**config.mk**
```make
export PLATFORM = sky130hd
export DESIGN_NAME = sut_bank
export DESIGN_NICKNAME = d
export VERILOG_FILES = /design/src/hdl/sut_bank.v
export VERILOG_INCLUDE_DIRS = /design/src /design/src/shared
export SDC_FILE = /design/constraint.sdc
export NUM_CORES = 1
export LEC_CHECK = 0
export ABC_CLOCK_PERIOD_IN_PS = 3600
export BUFFER_PORTS_ARGS = -buffer_cell sky130_fd_sc_hd__buf_2
export CORE_MARGIN = 4
export CORE_UTILIZATION = 47
export CTS_BUF_LIST = sky130_fd_sc_hd__clkbuf_16
export CTS_CLUSTER_SIZE = 8
export DETAILED_ROUTE_END_ITERATION = 6
export PLACE_DENSITY = 0.74
export REMOVE_ABC_BUFFERS = 1
export SETUP_SLACK_MARGIN = 0.3
export SKIP_LAST_GASP = 1
export SYNTH_ARGS = -nofsm -noshare
export SYNTH_HDL_FRONTEND = slang
export SYNTH_SLANG_ARGS = --single-unit
```
**constraint.sdc**
```tcl
create_clock -name clk_sys -period 3.6 [get_ports clk_sys]
set_input_delay 1.08 -clock clk_sys [delete_from_list [all_inputs] [get_ports clk_sys]]
set_output_delay 1.08 -clock clk_sys [all_outputs]
set_load 0.005 [all_outputs]
```
**src/shared/sut_regs.vh**
```
`ifndef SUT_REGS_VH
`define SUT_REGS_VH

// register offsets on the host bus
`define SUT_ADDR_W 8
`define SUT_OFS_SCRATCH 8'h78
`define SUT_OFS_UNLOCK 8'h7C
`define SUT_OFS_TEST 8'h84

// unlock key
`define SUT_UNLOCK_KEY 16'hAA37

// test register fields
`define SUT_BIT_FORCE_HS 7
`define SUT_BIT_FORCE_FS 4
`define SUT_BIT_RANDOM 3
`define SUT_BIT_K_LEVEL 2
`define SUT_BIT_J_LEVEL 1
`define SUT_BIT_QUIESCENT 0
`define SUT_TEST_RESET 8'h00
`define SUT_TEST_WR_MASK 8'h9F
`define SUT_TEST_BUSRST_KEEP 8'h90

// other reset values
`define SUT_SCRATCH_RESET 16'h0000
`define SUT_RANDOM_SEED 7'h7F

`endif

```
**src/hdl/sut_bank.v**
```verilog
`timescale 1ns/100ps
`include "sut_regs.vh"

// Overview of operation
// - sixteen-bit scratch register, high byte 15:8, low byte 7:0, no side effects.
// - entering suspend with host unpowered locks all register writes except the unlock key.
// - writing AA37h at 7Ch unlocks register and FIFO writes after resume.
// - eight-bit test register at 84h forces line states for testing.
// - bit 7 forces high-speed only and disables chirp detection.
// - bit 4 forces full-speed only and disables chirp detection.
// - bit 3 toggles the lines in a fixed pseudo-random pattern.
// - bit 2 drives the lines statically to K.
// - bit 1 drives the lines statically to J.
// - bit 0 gives quiescent lines and answers only high-speed IN tokens, NAK.
// - an entered test mode holds until power is cycled.
// - power-on clears test bits; bus reset clears only line-pattern bits.
module sut_bank (
  // clock and power-on reset
  input wire clk_sys,
  input wire reset,
  // host register port
  input wire host_cs,
  input wire host_wr,
  input wire host_rd,
  input wire [`SUT_ADDR_W-1:0] host_addr,
  input wire [15:0] host_wdata,
  output wire [15:0] host_rdata,
  // power and bus state
  input wire host_powered_in_suspend,
  input wire suspend_active,
  input wire usb_bus_reset,
  // write permission to other registers and fifos
  output wire writes_unlocked,
  // speed control
  output wire force_high_speed_only,
  output wire force_full_speed_only,
  output wire chirp_detect_disable,
  // line drive
  output wire line_test_drive,
  output wire line_dp,
  output wire line_dm,
  // token handling in quiescent mode
  input wire hs_in_token,
  output wire quiescent_nak_mode,
  output wire nak_reply
);

  // firmware scratch word
  reg [15:0] scratch_ff;
  reg [15:0] nxt_scratch;

  // test register as software sees it
  reg [7:0] test_ff;
  reg [7:0] nxt_test;

  // modes once applied, kept until power-on
  reg [7:0] held_ff;

  // write lock and suspend edge
  reg lock_ff;
  reg nxt_lock;
  reg susp_ff;

  // registered read data
  reg [15:0] rdata_ff;
  reg [15:0] nxt_rdata;

  // line pattern generator and line levels
  reg [6:0] lfsr_ff;
  reg dp_ff;
  reg dm_ff;
  reg drive_ff;

  // token answer
  reg nak_ff;

  // bus decode helpers
  wire wr_strobe;
  wire wr_ok;
  wire hit_scratch;
  wire hit_unlock;
  wire hit_test;
  wire unlock_hit;

  // suspend entry and pattern feedback
  wire suspend_rise;
  wire lfsr_fb;

  // address decode
  assign wr_strobe = host_cs & host_wr;
  assign hit_scratch = (host_addr == `SUT_OFS_SCRATCH);
  assign hit_unlock = (host_addr == `SUT_OFS_UNLOCK);
  assign hit_test = (host_addr == `SUT_OFS_TEST);
  assign unlock_hit = wr_strobe & hit_unlock & (host_wdata == `SUT_UNLOCK_KEY);
  assign wr_ok = wr_strobe & ~lock_ff;
  assign suspend_rise = suspend_active & ~susp_ff;

  // write lock state
  // strobes float while the host is unpowered, so the lock
  // is taken on suspend entry; lock entry beats an unlock
  // key in the same cycle, since the key may be noise
  always @* begin
    nxt_lock = lock_ff;
    if (unlock_hit) begin
      nxt_lock = 1'b0;
    end
    if (suspend_rise && !host_powered_in_suspend) begin
      nxt_lock = 1'b1;
    end
  end

  always @(posedge clk_sys) begin
    if (reset) begin
      lock_ff <= 1'b0;
      susp_ff <= 1'b0;
    end else begin
      lock_ff <= nxt_lock;
      susp_ff <= suspend_active;
    end
  end

  assign writes_unlocked = ~lock_ff;

  // scratch register
  // plain storage, no hardware reads or side effects
  always @* begin
    nxt_scratch = scratch_ff;
    if (wr_ok && hit_scratch) begin
      nxt_scratch = host_wdata;
    end
  end

  always @(posedge clk_sys) begin
    if (reset) begin
      scratch_ff <= `SUT_SCRATCH_RESET;
    end else begin
      scratch_ff <= nxt_scratch;
    end
  end

  // test register next value
  // reserved bits never store, so they read back zero;
  // bus reset is applied after the write so a write in
  // the same cycle cannot keep a line-pattern bit alive
  always @* begin
    nxt_test = test_ff;
    if (wr_ok && hit_test) begin
      nxt_test = host_wdata[7:0] & `SUT_TEST_WR_MASK;
    end
    if (usb_bus_reset) begin
      nxt_test = nxt_test & `SUT_TEST_BUSRST_KEEP;
    end
  end

  always @(posedge clk_sys) begin
    if (reset) begin
      test_ff <= `SUT_TEST_RESET;
    end else begin
      test_ff <= nxt_test;
    end
  end

  // applied modes, held until power-on reset
  // software clearing a bit, or bus reset clearing it,
  // does not release the mode: only power-on does
  genvar gi;
  generate
    for (gi = 0; gi < 8; gi = gi + 1) begin : g_hold
      always @(posedge clk_sys) begin
        if (reset) begin
          held_ff[gi] <= 1'b0;
        end else if (test_ff[gi]) begin
          held_ff[gi] <= 1'b1;
        end
      end
    end
  endgenerate

  assign force_high_speed_only = held_ff[`SUT_BIT_FORCE_HS];
  assign force_full_speed_only = held_ff[`SUT_BIT_FORCE_FS];
  assign chirp_detect_disable = held_ff[`SUT_BIT_FORCE_HS] | held_ff[`SUT_BIT_FORCE_FS];
  assign quiescent_nak_mode = held_ff[`SUT_BIT_QUIESCENT];

  // pattern generator, x^7+x^6+1
  // seeded non-zero so the register never locks up;
  // advances only while the random mode is held
  assign lfsr_fb = lfsr_ff[6] ^ lfsr_ff[5];

  always @(posedge clk_sys) begin
    if (reset) begin
      lfsr_ff <= `SUT_RANDOM_SEED;
    end else if (held_ff[`SUT_BIT_RANDOM]) begin
      lfsr_ff <= {lfsr_ff[5:0], lfsr_fb};
    end
  end

  // line levels, random pattern first
  // several line bits at once are a firmware error;
  // the fixed priority keeps the lines defined anyway
  always @(posedge clk_sys) begin
    if (reset) begin
      dp_ff <= 1'b0;
      dm_ff <= 1'b0;
      drive_ff <= 1'b0;
    end else if (held_ff[`SUT_BIT_RANDOM]) begin
      dp_ff <= lfsr_ff[6];
      dm_ff <= ~lfsr_ff[6];
      drive_ff <= 1'b1;
    end else if (held_ff[`SUT_BIT_K_LEVEL]) begin
      dp_ff <= 1'b0;
      dm_ff <= 1'b1;
      drive_ff <= 1'b1;
    end else if (held_ff[`SUT_BIT_J_LEVEL]) begin
      dp_ff <= 1'b1;
      dm_ff <= 1'b0;
      drive_ff <= 1'b1;
    end else if (held_ff[`SUT_BIT_QUIESCENT]) begin
      dp_ff <= 1'b0;
      dm_ff <= 1'b0;
      drive_ff <= 1'b1;
    end else begin
      dp_ff <= 1'b0;
      dm_ff <= 1'b0;
      drive_ff <= 1'b0;
    end
  end

  assign line_dp = dp_ff;
  assign line_dm = dm_ff;
  assign line_test_drive = drive_ff;

  // NAK to each valid IN token
  // one-cycle pulse, a cycle after the token
  always @(posedge clk_sys) begin
    if (reset) begin
      nak_ff <= 1'b0;
    end else begin
      nak_ff <= hs_in_token & held_ff[`SUT_BIT_QUIESCENT];
    end
  end

  assign nak_reply = nak_ff;

  // read mux
  // data holds between reads; unlock and unmapped
  // offsets give zero rather than stale data
  always @* begin
    nxt_rdata = rdata_ff;
    if (host_cs && host_rd) begin
      nxt_rdata = 16'h0000;
      if (hit_scratch) begin
        nxt_rdata = scratch_ff;
      end
      if (hit_test) begin
        nxt_rdata = {8'h00, test_ff};
      end
    end
  end

  always @(posedge clk_sys) begin
    if (reset) begin
      rdata_ff <= 16'h0000;
    end else begin
      rdata_ff <= nxt_rdata;
    end
  end

  assign host_rdata = rdata_ff;

  // notes for users of this bank:
  // - writes_unlocked also gates registers and fifos
  //   outside this bank
  // - the unlock key is accepted even while locked,
  //   every other write is dropped silently
  // - host_powered_in_suspend is sampled at the
  //   suspend entry edge only
  // - test modes last until power-on reset, as the
  //   compliance flow expects
  // - line_test_drive tells the transceiver to take
  //   its levels from line_dp and line_dm

endmodule

```
==> results of run 1 <==
[registers in the layout, summed over array words and instances (netlist names)]
signal	count
lock_ff	1
line_dp	1
line_test_drive	1
susp_ff	1
nak_reply	1
line_dm	1
quiescent_nak_mode	1
test_ff	6
force_full_speed_only	1
force_high_speed_only	1
lfsr_ff	7
scratch_ff	16
host_rdata	16
held_ff	3
[layer usage]
layer | wire [µm] | track usage (%) | up-vias
li1 | - | - | 1052
met1 | 2729 | 25.51 | 951
met2 | 2598 | 28.55 | 62
met3 | 393 | 4.853 | 6
met4 | 60 | 7.770 | 0
met5 | 0 | 0 | -
[final cells by class]
type | count | share of cell area (%)
Sequential cell | 57 | 38.96
Multi-Input combinational cell | 189 | 38.70
Timing Repair Buffer | 59 | 10.25
Clock buffer | 9 | 7.689
Tap cell | 67 | 2.862
Clock inverter | 7 | 1.025
Inverter | 4 | 0.5126
[worst max-delay path: stages]
cell	delay, ns
buf_2	0.12
nor4b_2	0.62
and4_1	0.55
mux2i_1	0.22
[through the flow]
step / hold slack [ns] / total power (W) / setup slack, ns / util [%] / cell area [µm²]
global placement: 0.4371 / 0.0007265 / 0.9913 / 55.15 / 2674
detailed placement: 0.4436 / 0.0007277 / 0.9738 / 55.15 / 2674
floorplan: 0.4350 / 0.0006814 / 1.189 / - / 2290
global route: 0.4720 / 0.001475 / 1.155 / 60.41 / 2929
CTS: 0.4504 / 0.001439 / 1.293 / 60.41 / 2929
finish: 0.4476 / 0.001429 / 1.252 / 60.41 / 2929
[power by group]
part / switching, W / internal [W]
registers: 0.00000272 / 0.000637
logic: 0.0000489 / 0.0000273
clock network: 0.000263 / 0.000449
total: 0.000315 / 0.00111
[cell families (layout without fill, tap and decap cells)]
| kind of cell | count (synthesis) | after routing | synth area share (%) |
|---|---|---|---|
| AND/OR/NAND/NOR | 138 | 138 | 28.64 |
| flip-flops | 57 | 57 | 47.06 |
| multiplexers | 29 | 29 | 11.97 |
| buffers and inverters | 24 | 79 | 6.191 |
| AO/OA/AOI/OAI | 21 | 21 | 5.779 |
| XOR/XNOR | 1 | 1 | 0.3613 |
[layout by cell type (no fill, tap or decap), types with 3 or more instances in the layout]
master / netlist / final
inv_1: 2 / 4
or4_1: 11 / 11
mux2i_1: 29 / 29
nor2_1: 23 / 23
clkbuf_16: 0 / 9
a21oi_1: 11 / 11
nand3_1: 11 / 11
nand4_1: 14 / 14
a311oi_1: 5 / 5
clkinv_1: 1 / 3
clkinv_2: 0 / 3
dfxtp_1: 57 / 57
nand2_1: 62 / 62
buf_2: 5 / 57
[final timing paths]
kind | cells after the start | startpoint | endpoint | slack (ns)
hold reg to reg | 2 | host_rdata[13]$_SDFFE_PP0P_ | host_rdata[13]$_SDFFE_PP0P_ | 0.45
setup / recovery | 4 | host_addr[4] | test_ff[4]$_SDFFE_PP0P_ | 1.25
hold / removal | 2 | host_rdata[13]$_SDFFE_PP0P_ | host_rdata[13]$_SDFFE_PP0P_ | 0.45
setup reg to reg | 4 | lock_ff$_SDFFE_PP0P_ | scratch_ff[9]$_SDFFE_PP0P_ | 2.23
==> results_dict.tcl, run 1 <==
set metrics [dict create \
    drt_first_pass_iters 4 \
    path_max_fanout 7 \
    ir_drop_uv 360.5 \
    clock_skew_ns 0.004841 \
    rsz0062_at_grt "no" \
    clock_latency_ns 0.32 \
    yosysTopAreaCell "dfxtp_1" \
    synth_seq_cells 57 \
    num_antenna_cells 0 \
    cts_buffers 9 \
    outcome "complete, no violations" \
    num_vias 2071 \
    finalHoldViolations 0 \
    post-route-drc-count 0 \
    overflow 0 \
    final_cells 392 \
    synth_top_cells_by_count "62 x nand2_1, 57 x dfxtp_1, 29 x mux2i_1" \
    cts.sinks 57 \
    worstPathArrival_ns 2.60 \
    ios 58 \
    synth_warnings 0 \
    grt_pass1_vias 1958 \
    hpwl_um 4022 \
    place.gp.congestion 0.8340 \
    io_buffers 57 \
    synth_seq_area_share_pct 47.06 \
    hold_buffers 0 \
    area_delta_synth_final_pct 20.79 \
    cap_violations 0 \
    period_share_pct 65.22 \
    yosysMostFrequentCell "nand2_1" \
    postSynth.asyncResetShare_pct 0 \
    start_util_pct 50.01 \
    worst_slew_pin_slew_ns 0.6665 \
    slew_viol_final 0 \
    fillers 425 \
    syn_avg_cell_area_um2 8.981 \
    htreeDepth 3 \
    crit_type "input port to flop" \
    die_w_um 79.83 \
    synthCells 270 \
    multiInputGateArea_um2 1134 \
    min_period_ns 2.348 \
    clkTransAtPathRegs_ns 0.05 \
    avgViaCountPerCell 5.283 \
    syn_area_um2 2425 \
    postCtsSetupBuffers 0 \
    layout-drive-gt1-share_pct 23.38 \
    finalSetupViolCount 0 \
    drt.antenna.violating_nets 0 \
    wl_um 5781 \
    core-area_um2 4848 \
    synth.top_cell.area_share_pct 47.06 \
    grt_max_degree 45 \
    synth_edf_count 0 \
    drt_iter0_drc 204 \
    nNetsFinal 353 \
    ctsLongestPathBuffers 2 \
    ys.flop_type "dfxtp_1" \
    slew_headroom_pct 55.45 \
    routedWlPerCell_um 14.75 \
    cts_tree "done" \
    die-height_um 79.83 \
    tns_ns 0 \
    grt_antenna_before_repair 0 \
    final-seq-area_um2 1141 \
    required_ns 3.85 \
    cts-root-buf "clkbuf_16" \
    synth.area.top_cells "dfxtp_1 47%, mux2i_1 12%, nand2_1 9.6%, nand4_1 3.6%, nor2_1 3.6%" \
    endpoint_kind "flop" \
    powerDensity_nw_per_um2 487.7 \
    ys_types 38 \
    p_leak_nw 1.133 \
    grt_usage_pct 18.87 \
    dieArea_um2 6372 \
    rows 25 \
    cts-resized-gates 0 \
    crit_path_start_kind "input port" \
    fmax_mhz 425.9 \
    dp.cells 376 \
    hold_class "flop to flop" \
    grt_pass1_wl_um 9183 \
]
(Power assumes the default switching activity.)
==> run 2, diff against run 1 <==
- ABC_CLOCK_PERIOD_IN_PS: 3600 -> 2400
- clock period: 3.6 -> 2.4 ns (I/O delays scaled with it)
==> run 2 against run 1 <==
  * Total power up 67%
  * Non-clock buffer count is 6 higher
  * Register-to-register slack worse by 1.2 ns
  * Design area grew 3.5%
  * Sequential power up 50%
  * Via count is 1.3% higher
  * Highest routed layer unchanged
  * Flip-flop and latch count unchanged
  * Die area unchanged
  * Clock-buffer cell count unchanged
  * Combinational power increased by 59%
  * Hold slack worse by 0.0011 ns
==> results_dict.tcl, run 2 (synthesis results as in run 1) <==
set metrics [dict create \
    hpwl_um 4067 \
    p_int_w 0.001890 \
    fmax_mhz 567.3 \
    rsz0062_at_grt "no" \
    drt_first_pass_iters 5 \
    post-place-ws_ns 0.3447 \
    finalSetupViolCount 0 \
    power.share.switching_pct 20.56 \
    start_util_pct 50.01 \
    crit_type "flop to primary output" \
    outcome "complete, no violations" \
    layout-drive-gt1-share_pct 24.85 \
    post-route-drc-count 0 \
    required_ns 1.68 \
    clockPowerShare_pct 54.6 \
    routedWlPerCell_um 14.18 \
    drt.antenna.violating_nets 0 \
    path_max_fanout 3 \
    ctsLongestPathBuffers 2 \
    place.gp.congestion 0.8173 \
    dieArea_um2 6372 \
    layout_commonest_cell "nand2_1" \
    period_share_pct 73.45 \
    switchingPower_w 0.0004891 \
    cpPeakStageDelay_ns 0.31 \
    endpoint_kind "primary output" \
    final_cells 397 \
    total_power_w 0.002379 \
    cts.sinks 57 \
    die-height_um 79.83 \
    seq_power_share_pct 40.3 \
    slew_headroom_pct 62.61 \
    worst_slew_pin_slew_ns 0.5600 \
    cts-root-buf "clkbuf_16" \
    htreeDepth 3 \
    final.setup.worst_slack_ns 0.6372 \
    io_buffers 57 \
    rows 25 \
    nNetsFinal 359 \
    tns_ns 0 \
    cap_violations 0 \
    ios 58 \
    slowest_stage "dfxtp_1" \
    cts-resized-gates 0 \
    clkTransAtPathRegs_ns 0.05 \
    clock_latency_ns 0.32 \
    min_period_ns 1.763 \
    overflow 0 \
    grt_pass1_vias 1939 \
    finalHoldViolations 0 \
    grt_pass1_wl_um 9370 \
    hold_buffers 0 \
    ir_drop_uv 416.4 \
    avgViaCountPerCell 5.285 \
    area_delta_synth_final_pct 25.08 \
    cts_buffers 9 \
    crit_path_start_kind "flop" \
    wl_um 5630 \
    grt_usage_pct 19.33 \
    hold_class "flop to flop" \
    dp.cells 382 \
    comb_power_share_pct 5.1 \
    cp_cell_sequence "or2_2 -> buf_2" \
    drt_iter0_drc 215 \
    slew_viol_final 0 \
    postCtsSetupBuffers 0 \
    utilization_pct 62.55 \
    powerDensity_nw_per_um2 784.4 \
    worstPathArrival_ns 1.04 \
    num_antenna_cells 0 \
    grt_antenna_before_repair 0 \
    layout_common_cells "62 x nand2_1, 57 x dfxtp_1, 57 x buf_2" \
    grt_max_degree 33 \
    die_w_um 79.83 \
    reg2reg_slack_ns 1.01 \
    num_vias 2098 \
    cts_tree "done" \
    clock_skew_ns 0.008180 \
    core-area_um2 4848 \
    p_leak_nw 1.187 \
]
run 2: per-layer routing:
metal | global-route usage [%] | part of all wire (%) | wire length [µm] | up-vias
met5 | 0 | 0 | 0 | -
met4 | 12.16 | 2.8 | 160 | 0
met3 | 4.740 | 5.6 | 314 | 16
met2 | 27.80 | 43 | 2429 | 62
met1 | 25.73 | 48 | 2724 | 958
li1 | - | - | - | 1062
run 2: final timing paths:
check,endpoint,from,cells past startpoint
setup / recovery,chirp_detect_disable,force_high_speed_only$_SDFFE_PP0P_,2
hold / removal,host_rdata[12]$_SDFFE_PP0P_,host_rdata[12]$_SDFFE_PP0P_,2
setup reg to reg,scratch_ff[2]$_SDFFE_PP0P_,lock_ff$_SDFFE_PP0P_,4
hold reg to reg,host_rdata[12]$_SDFFE_PP0P_,host_rdata[12]$_SDFFE_PP0P_,2
run 2: critical path: cells and delay by family (launching register included):
kind / cells / cell delay, ns
flops: 1 / 0.31
simple gates: 1 / 0.28
buf+inv: 1 / 0.13
run 2: per-stage QoR:
stage	area [µm²]	hold slack [ns]
after floorplan	2290	0.4350
after global routing	3033	0.4778
after detailed placement	2731	0.4404
final	3033	0.4465
after global placement	2731	0.4386
after CTS	3033	0.4476
run 2: final cells by class:
cell class | count | area [µm²]
timing repair buffer | 65 | 357.8
fill | 416 | 1815
clock buffer | 9 | 225.2
inverter | 4 | 15.01
multi-input combinational | 189 | 1134
tap | 67 | 83.83
clock inverter | 6 | 76.32
sequential | 57 | 1141
run 2: power by group through the flow:
| stage | sequential (W) | clock, W | combinational (W) |
|---|---|---|---|
| after global routing | 0.000959 | 0.00135 | 0.000135 |
| after detailed placement | 0.000978 | 0 | 0.000121 |
| final | 0.000959 | 0.00130 | 0.000121 |
| after global placement | 0.000978 | 0 | 0.000120 |
| after floorplan | 0.000978 | 0 | 0.0000445 |
| after CTS | 0.000959 | 0.00131 | 0.000122 |
==> run 3, diff against run 2 <==
- ABC_CLOCK_PERIOD_IN_PS: 2400 -> 1700
- clock period: 2.4 -> 1.7 ns (I/O delays scaled with it)
==> run 3 against run 2 <==
  * Hold slack worse by 0.028 ns
  * Die area stayed put
  * Routed wire length is 12% higher
  * Clock power is 47% higher
  * Final cell count is 4.3% higher
  * Critical path type unchanged
  * Critical endpoint unchanged
  * Largest power group unchanged
==> results_dict.tcl, run 3 (synthesis results as in run 1) <==
set metrics [dict create \
    slew_headroom_pct 70.02 \
    path_max_fanout 2 \
    dieArea_um2 6372 \
    p_leak_nw 1.283 \
    outcome "complete, no violations" \
    clockPowerShare_pct 55.2 \
    htreeDepth 3 \
    worstPathArrival_ns 1.01 \
    finalHoldViolations 0 \
    ff2ff_path_depth 4 \
    crit_type "flop to primary output" \
    start_util_pct 50.01 \
    num_antenna_cells 0 \
    total_power_w 0.003468 \
    powerDensity_nw_per_um2 1068 \
    nNetsFinal 375 \
    core-area_um2 4848 \
    wl_um 6311 \
    fillers 386 \
    worstSetupStartpoint "force_high_speed_only$_SDFFE_PP0P_" \
    grt_usage_pct 20.78 \
    layout_common_cells "62 x nand2_1, 55 x dfxtp_1, 54 x buf_2" \
    hold_buffers 0 \
    multiInputGateArea_um2 1162 \
    die_w_um 79.83 \
    grt_pass1_wl_um 10130 \
    io_buffers 57 \
    finalSetupViolCount 0 \
    num_vias 2220 \
    switchingPower_w 0.0007552 \
    crit_path_start_kind "flop" \
    overflow 0 \
    cts-root-buf "clkbuf_16" \
    grt_antenna_before_repair 0 \
    seq_power_share_pct 39.0 \
    endpoint_kind "primary output" \
    clock_skew_ns 0.004996 \
    cts_buffers 9 \
    slew_viol_final 0 \
    min_period_ns 1.516 \
    ios 58 \
    final-seq-area_um2 1144 \
    p_int_w 0.002713 \
    post-route-drc-count 0 \
    avgViaCountPerCell 5.362 \
    cap_violations 0 \
    ctsLongestPathBuffers 2 \
    cts.sinks 57 \
    hold_class "input port to flop" \
    holdWs_ns 0.4187 \
    final_cells 414 \
    routedWlPerCell_um 15.24 \
    crit_path_end "chirp_detect_disable" \
    die-height_um 79.83 \
    clkTransAtPathRegs_ns 0.05 \
    dp.cells 396 \
    clock_latency_ns 0.33 \
    reg2reg_slack_ns 0.41 \
    drt_iter0_drc 199 \
    rows 25 \
    hpwl_um 4411 \
    period_share_pct 89.19 \
    cts_tree "done" \
    r2r-start "lock_ff$_SDFFE_PP0P_" \
    grt_max_degree 45 \
    grt_pass1_vias 2202 \
    layout_commonest_cell "nand2_1" \
    rr_endpoint "scratch_ff[10]$_SDFFE_PP0P_" \
    area_delta_synth_final_pct 33.85 \
    ir_drop_uv 661.1 \
    place.gp.congestion 0.8645 \
    required_ns 1.19 \
    drt_first_pass_iters 5 \
    fmax_mhz 659.6 \
    drt.antenna.violating_nets 0 \
    rsz0062_at_grt "yes" \
    comb_power_share_pct 5.8 \
    layout-drive-gt1-share_pct 30.84 \
    power.share.switching_pct 21.78 \
    worst_slew_pin_slew_ns 0.4481 \
]
run 3: changes by cell type in the layout (fill, tap and decap cells not counted), moves of 2 or more:
| cell | delta |
|---|---|
| dfxtp_1 | -2 |
| buf_4 | +12 |
| clkinv_4 | +2 |
| dfxtp_2 | +2 |
| inv_1 | -2 |
| buf_2 | -3 |
| buf_6 | +6 |
run 3: worst min-delay path by stage:
stage                                start                          end  depth (start not counted)
2_1_floorplan  scratch_ff[10]$_SDFFE_PP0P_  scratch_ff[10]$_SDFFE_PP0P_                          2
3_3_place_gp   host_rdata[12]$_SDFFE_PP0P_  host_rdata[12]$_SDFFE_PP0P_                          2
3_5_place_dp    host_rdata[9]$_SDFFE_PP0P_   host_rdata[9]$_SDFFE_PP0P_                          2
4_1_cts                        hs_in_token         nak_reply$_SDFF_PP0_                          2
5_1_grt                        hs_in_token         nak_reply$_SDFF_PP0_                          2
6_report                       hs_in_token         nak_reply$_SDFF_PP0_                          2
run 3: critical path, cell delays in order (launching register included):
cell and delay (ns):
dfxtp_2 0.32, or2_4 0.24, buf_6 0.11
run 3: routing by layer:
layer	part of all wire, %	GRT usage, %	vias up	wire length (µm)
met5	0	0	-	0
met4	1.9	12.84	0	121
met3	7.1	5.418	12	447
met2	47	30.97	86	2940
met1	44	26.67	1029	2801
li1	-	-	1093	-
run 3: power by group through the flow:
stage | logic, W | registers [W] | clock network [W]
finish | 0.000201 | 0.00135 | 0.00191
global route | 0.000219 | 0.00135 | 0.00199
CTS | 0.000193 | 0.00135 | 0.00193
floorplan | 0.0000628 | 0.00138 | 0
global placement | 0.000187 | 0.00138 | 0
detailed placement | 0.000189 | 0.00138 | 0
run 3: cell type report:
cell class                      count  area share, %
Inverter                            4         0.4626
Multi-Input combinational cell    189          35.81
Sequential cell                    57          35.24
Timing Repair Buffer               81          16.04
Clock buffer                        9          6.939
Tap cell                           67          2.583
Clock inverter                      7          2.930
run 3: through the flow:
step / setup TNS, ns / worst slack (ns) / util [%] / cell area (µm²)
after floorplan: -2.317 / -0.1409 / - / 2290
after global placement: -1.038 / -0.1017 / 58.76 / 2849
after detailed placement: -1.237 / -0.1359 / 58.76 / 2849
after CTS: 0 / 0.1941 / 66.09 / 3204
after global routing: 0 / 0.1594 / 66.94 / 3246
final: 0 / 0.1838 / 66.94 / 3246
run 3: what timing repair did:
action	in CTS	in global routing
buffers inserted	2	0
pin swaps	2	1
setup endpoints to repair	12	27
resized for setup	6	8
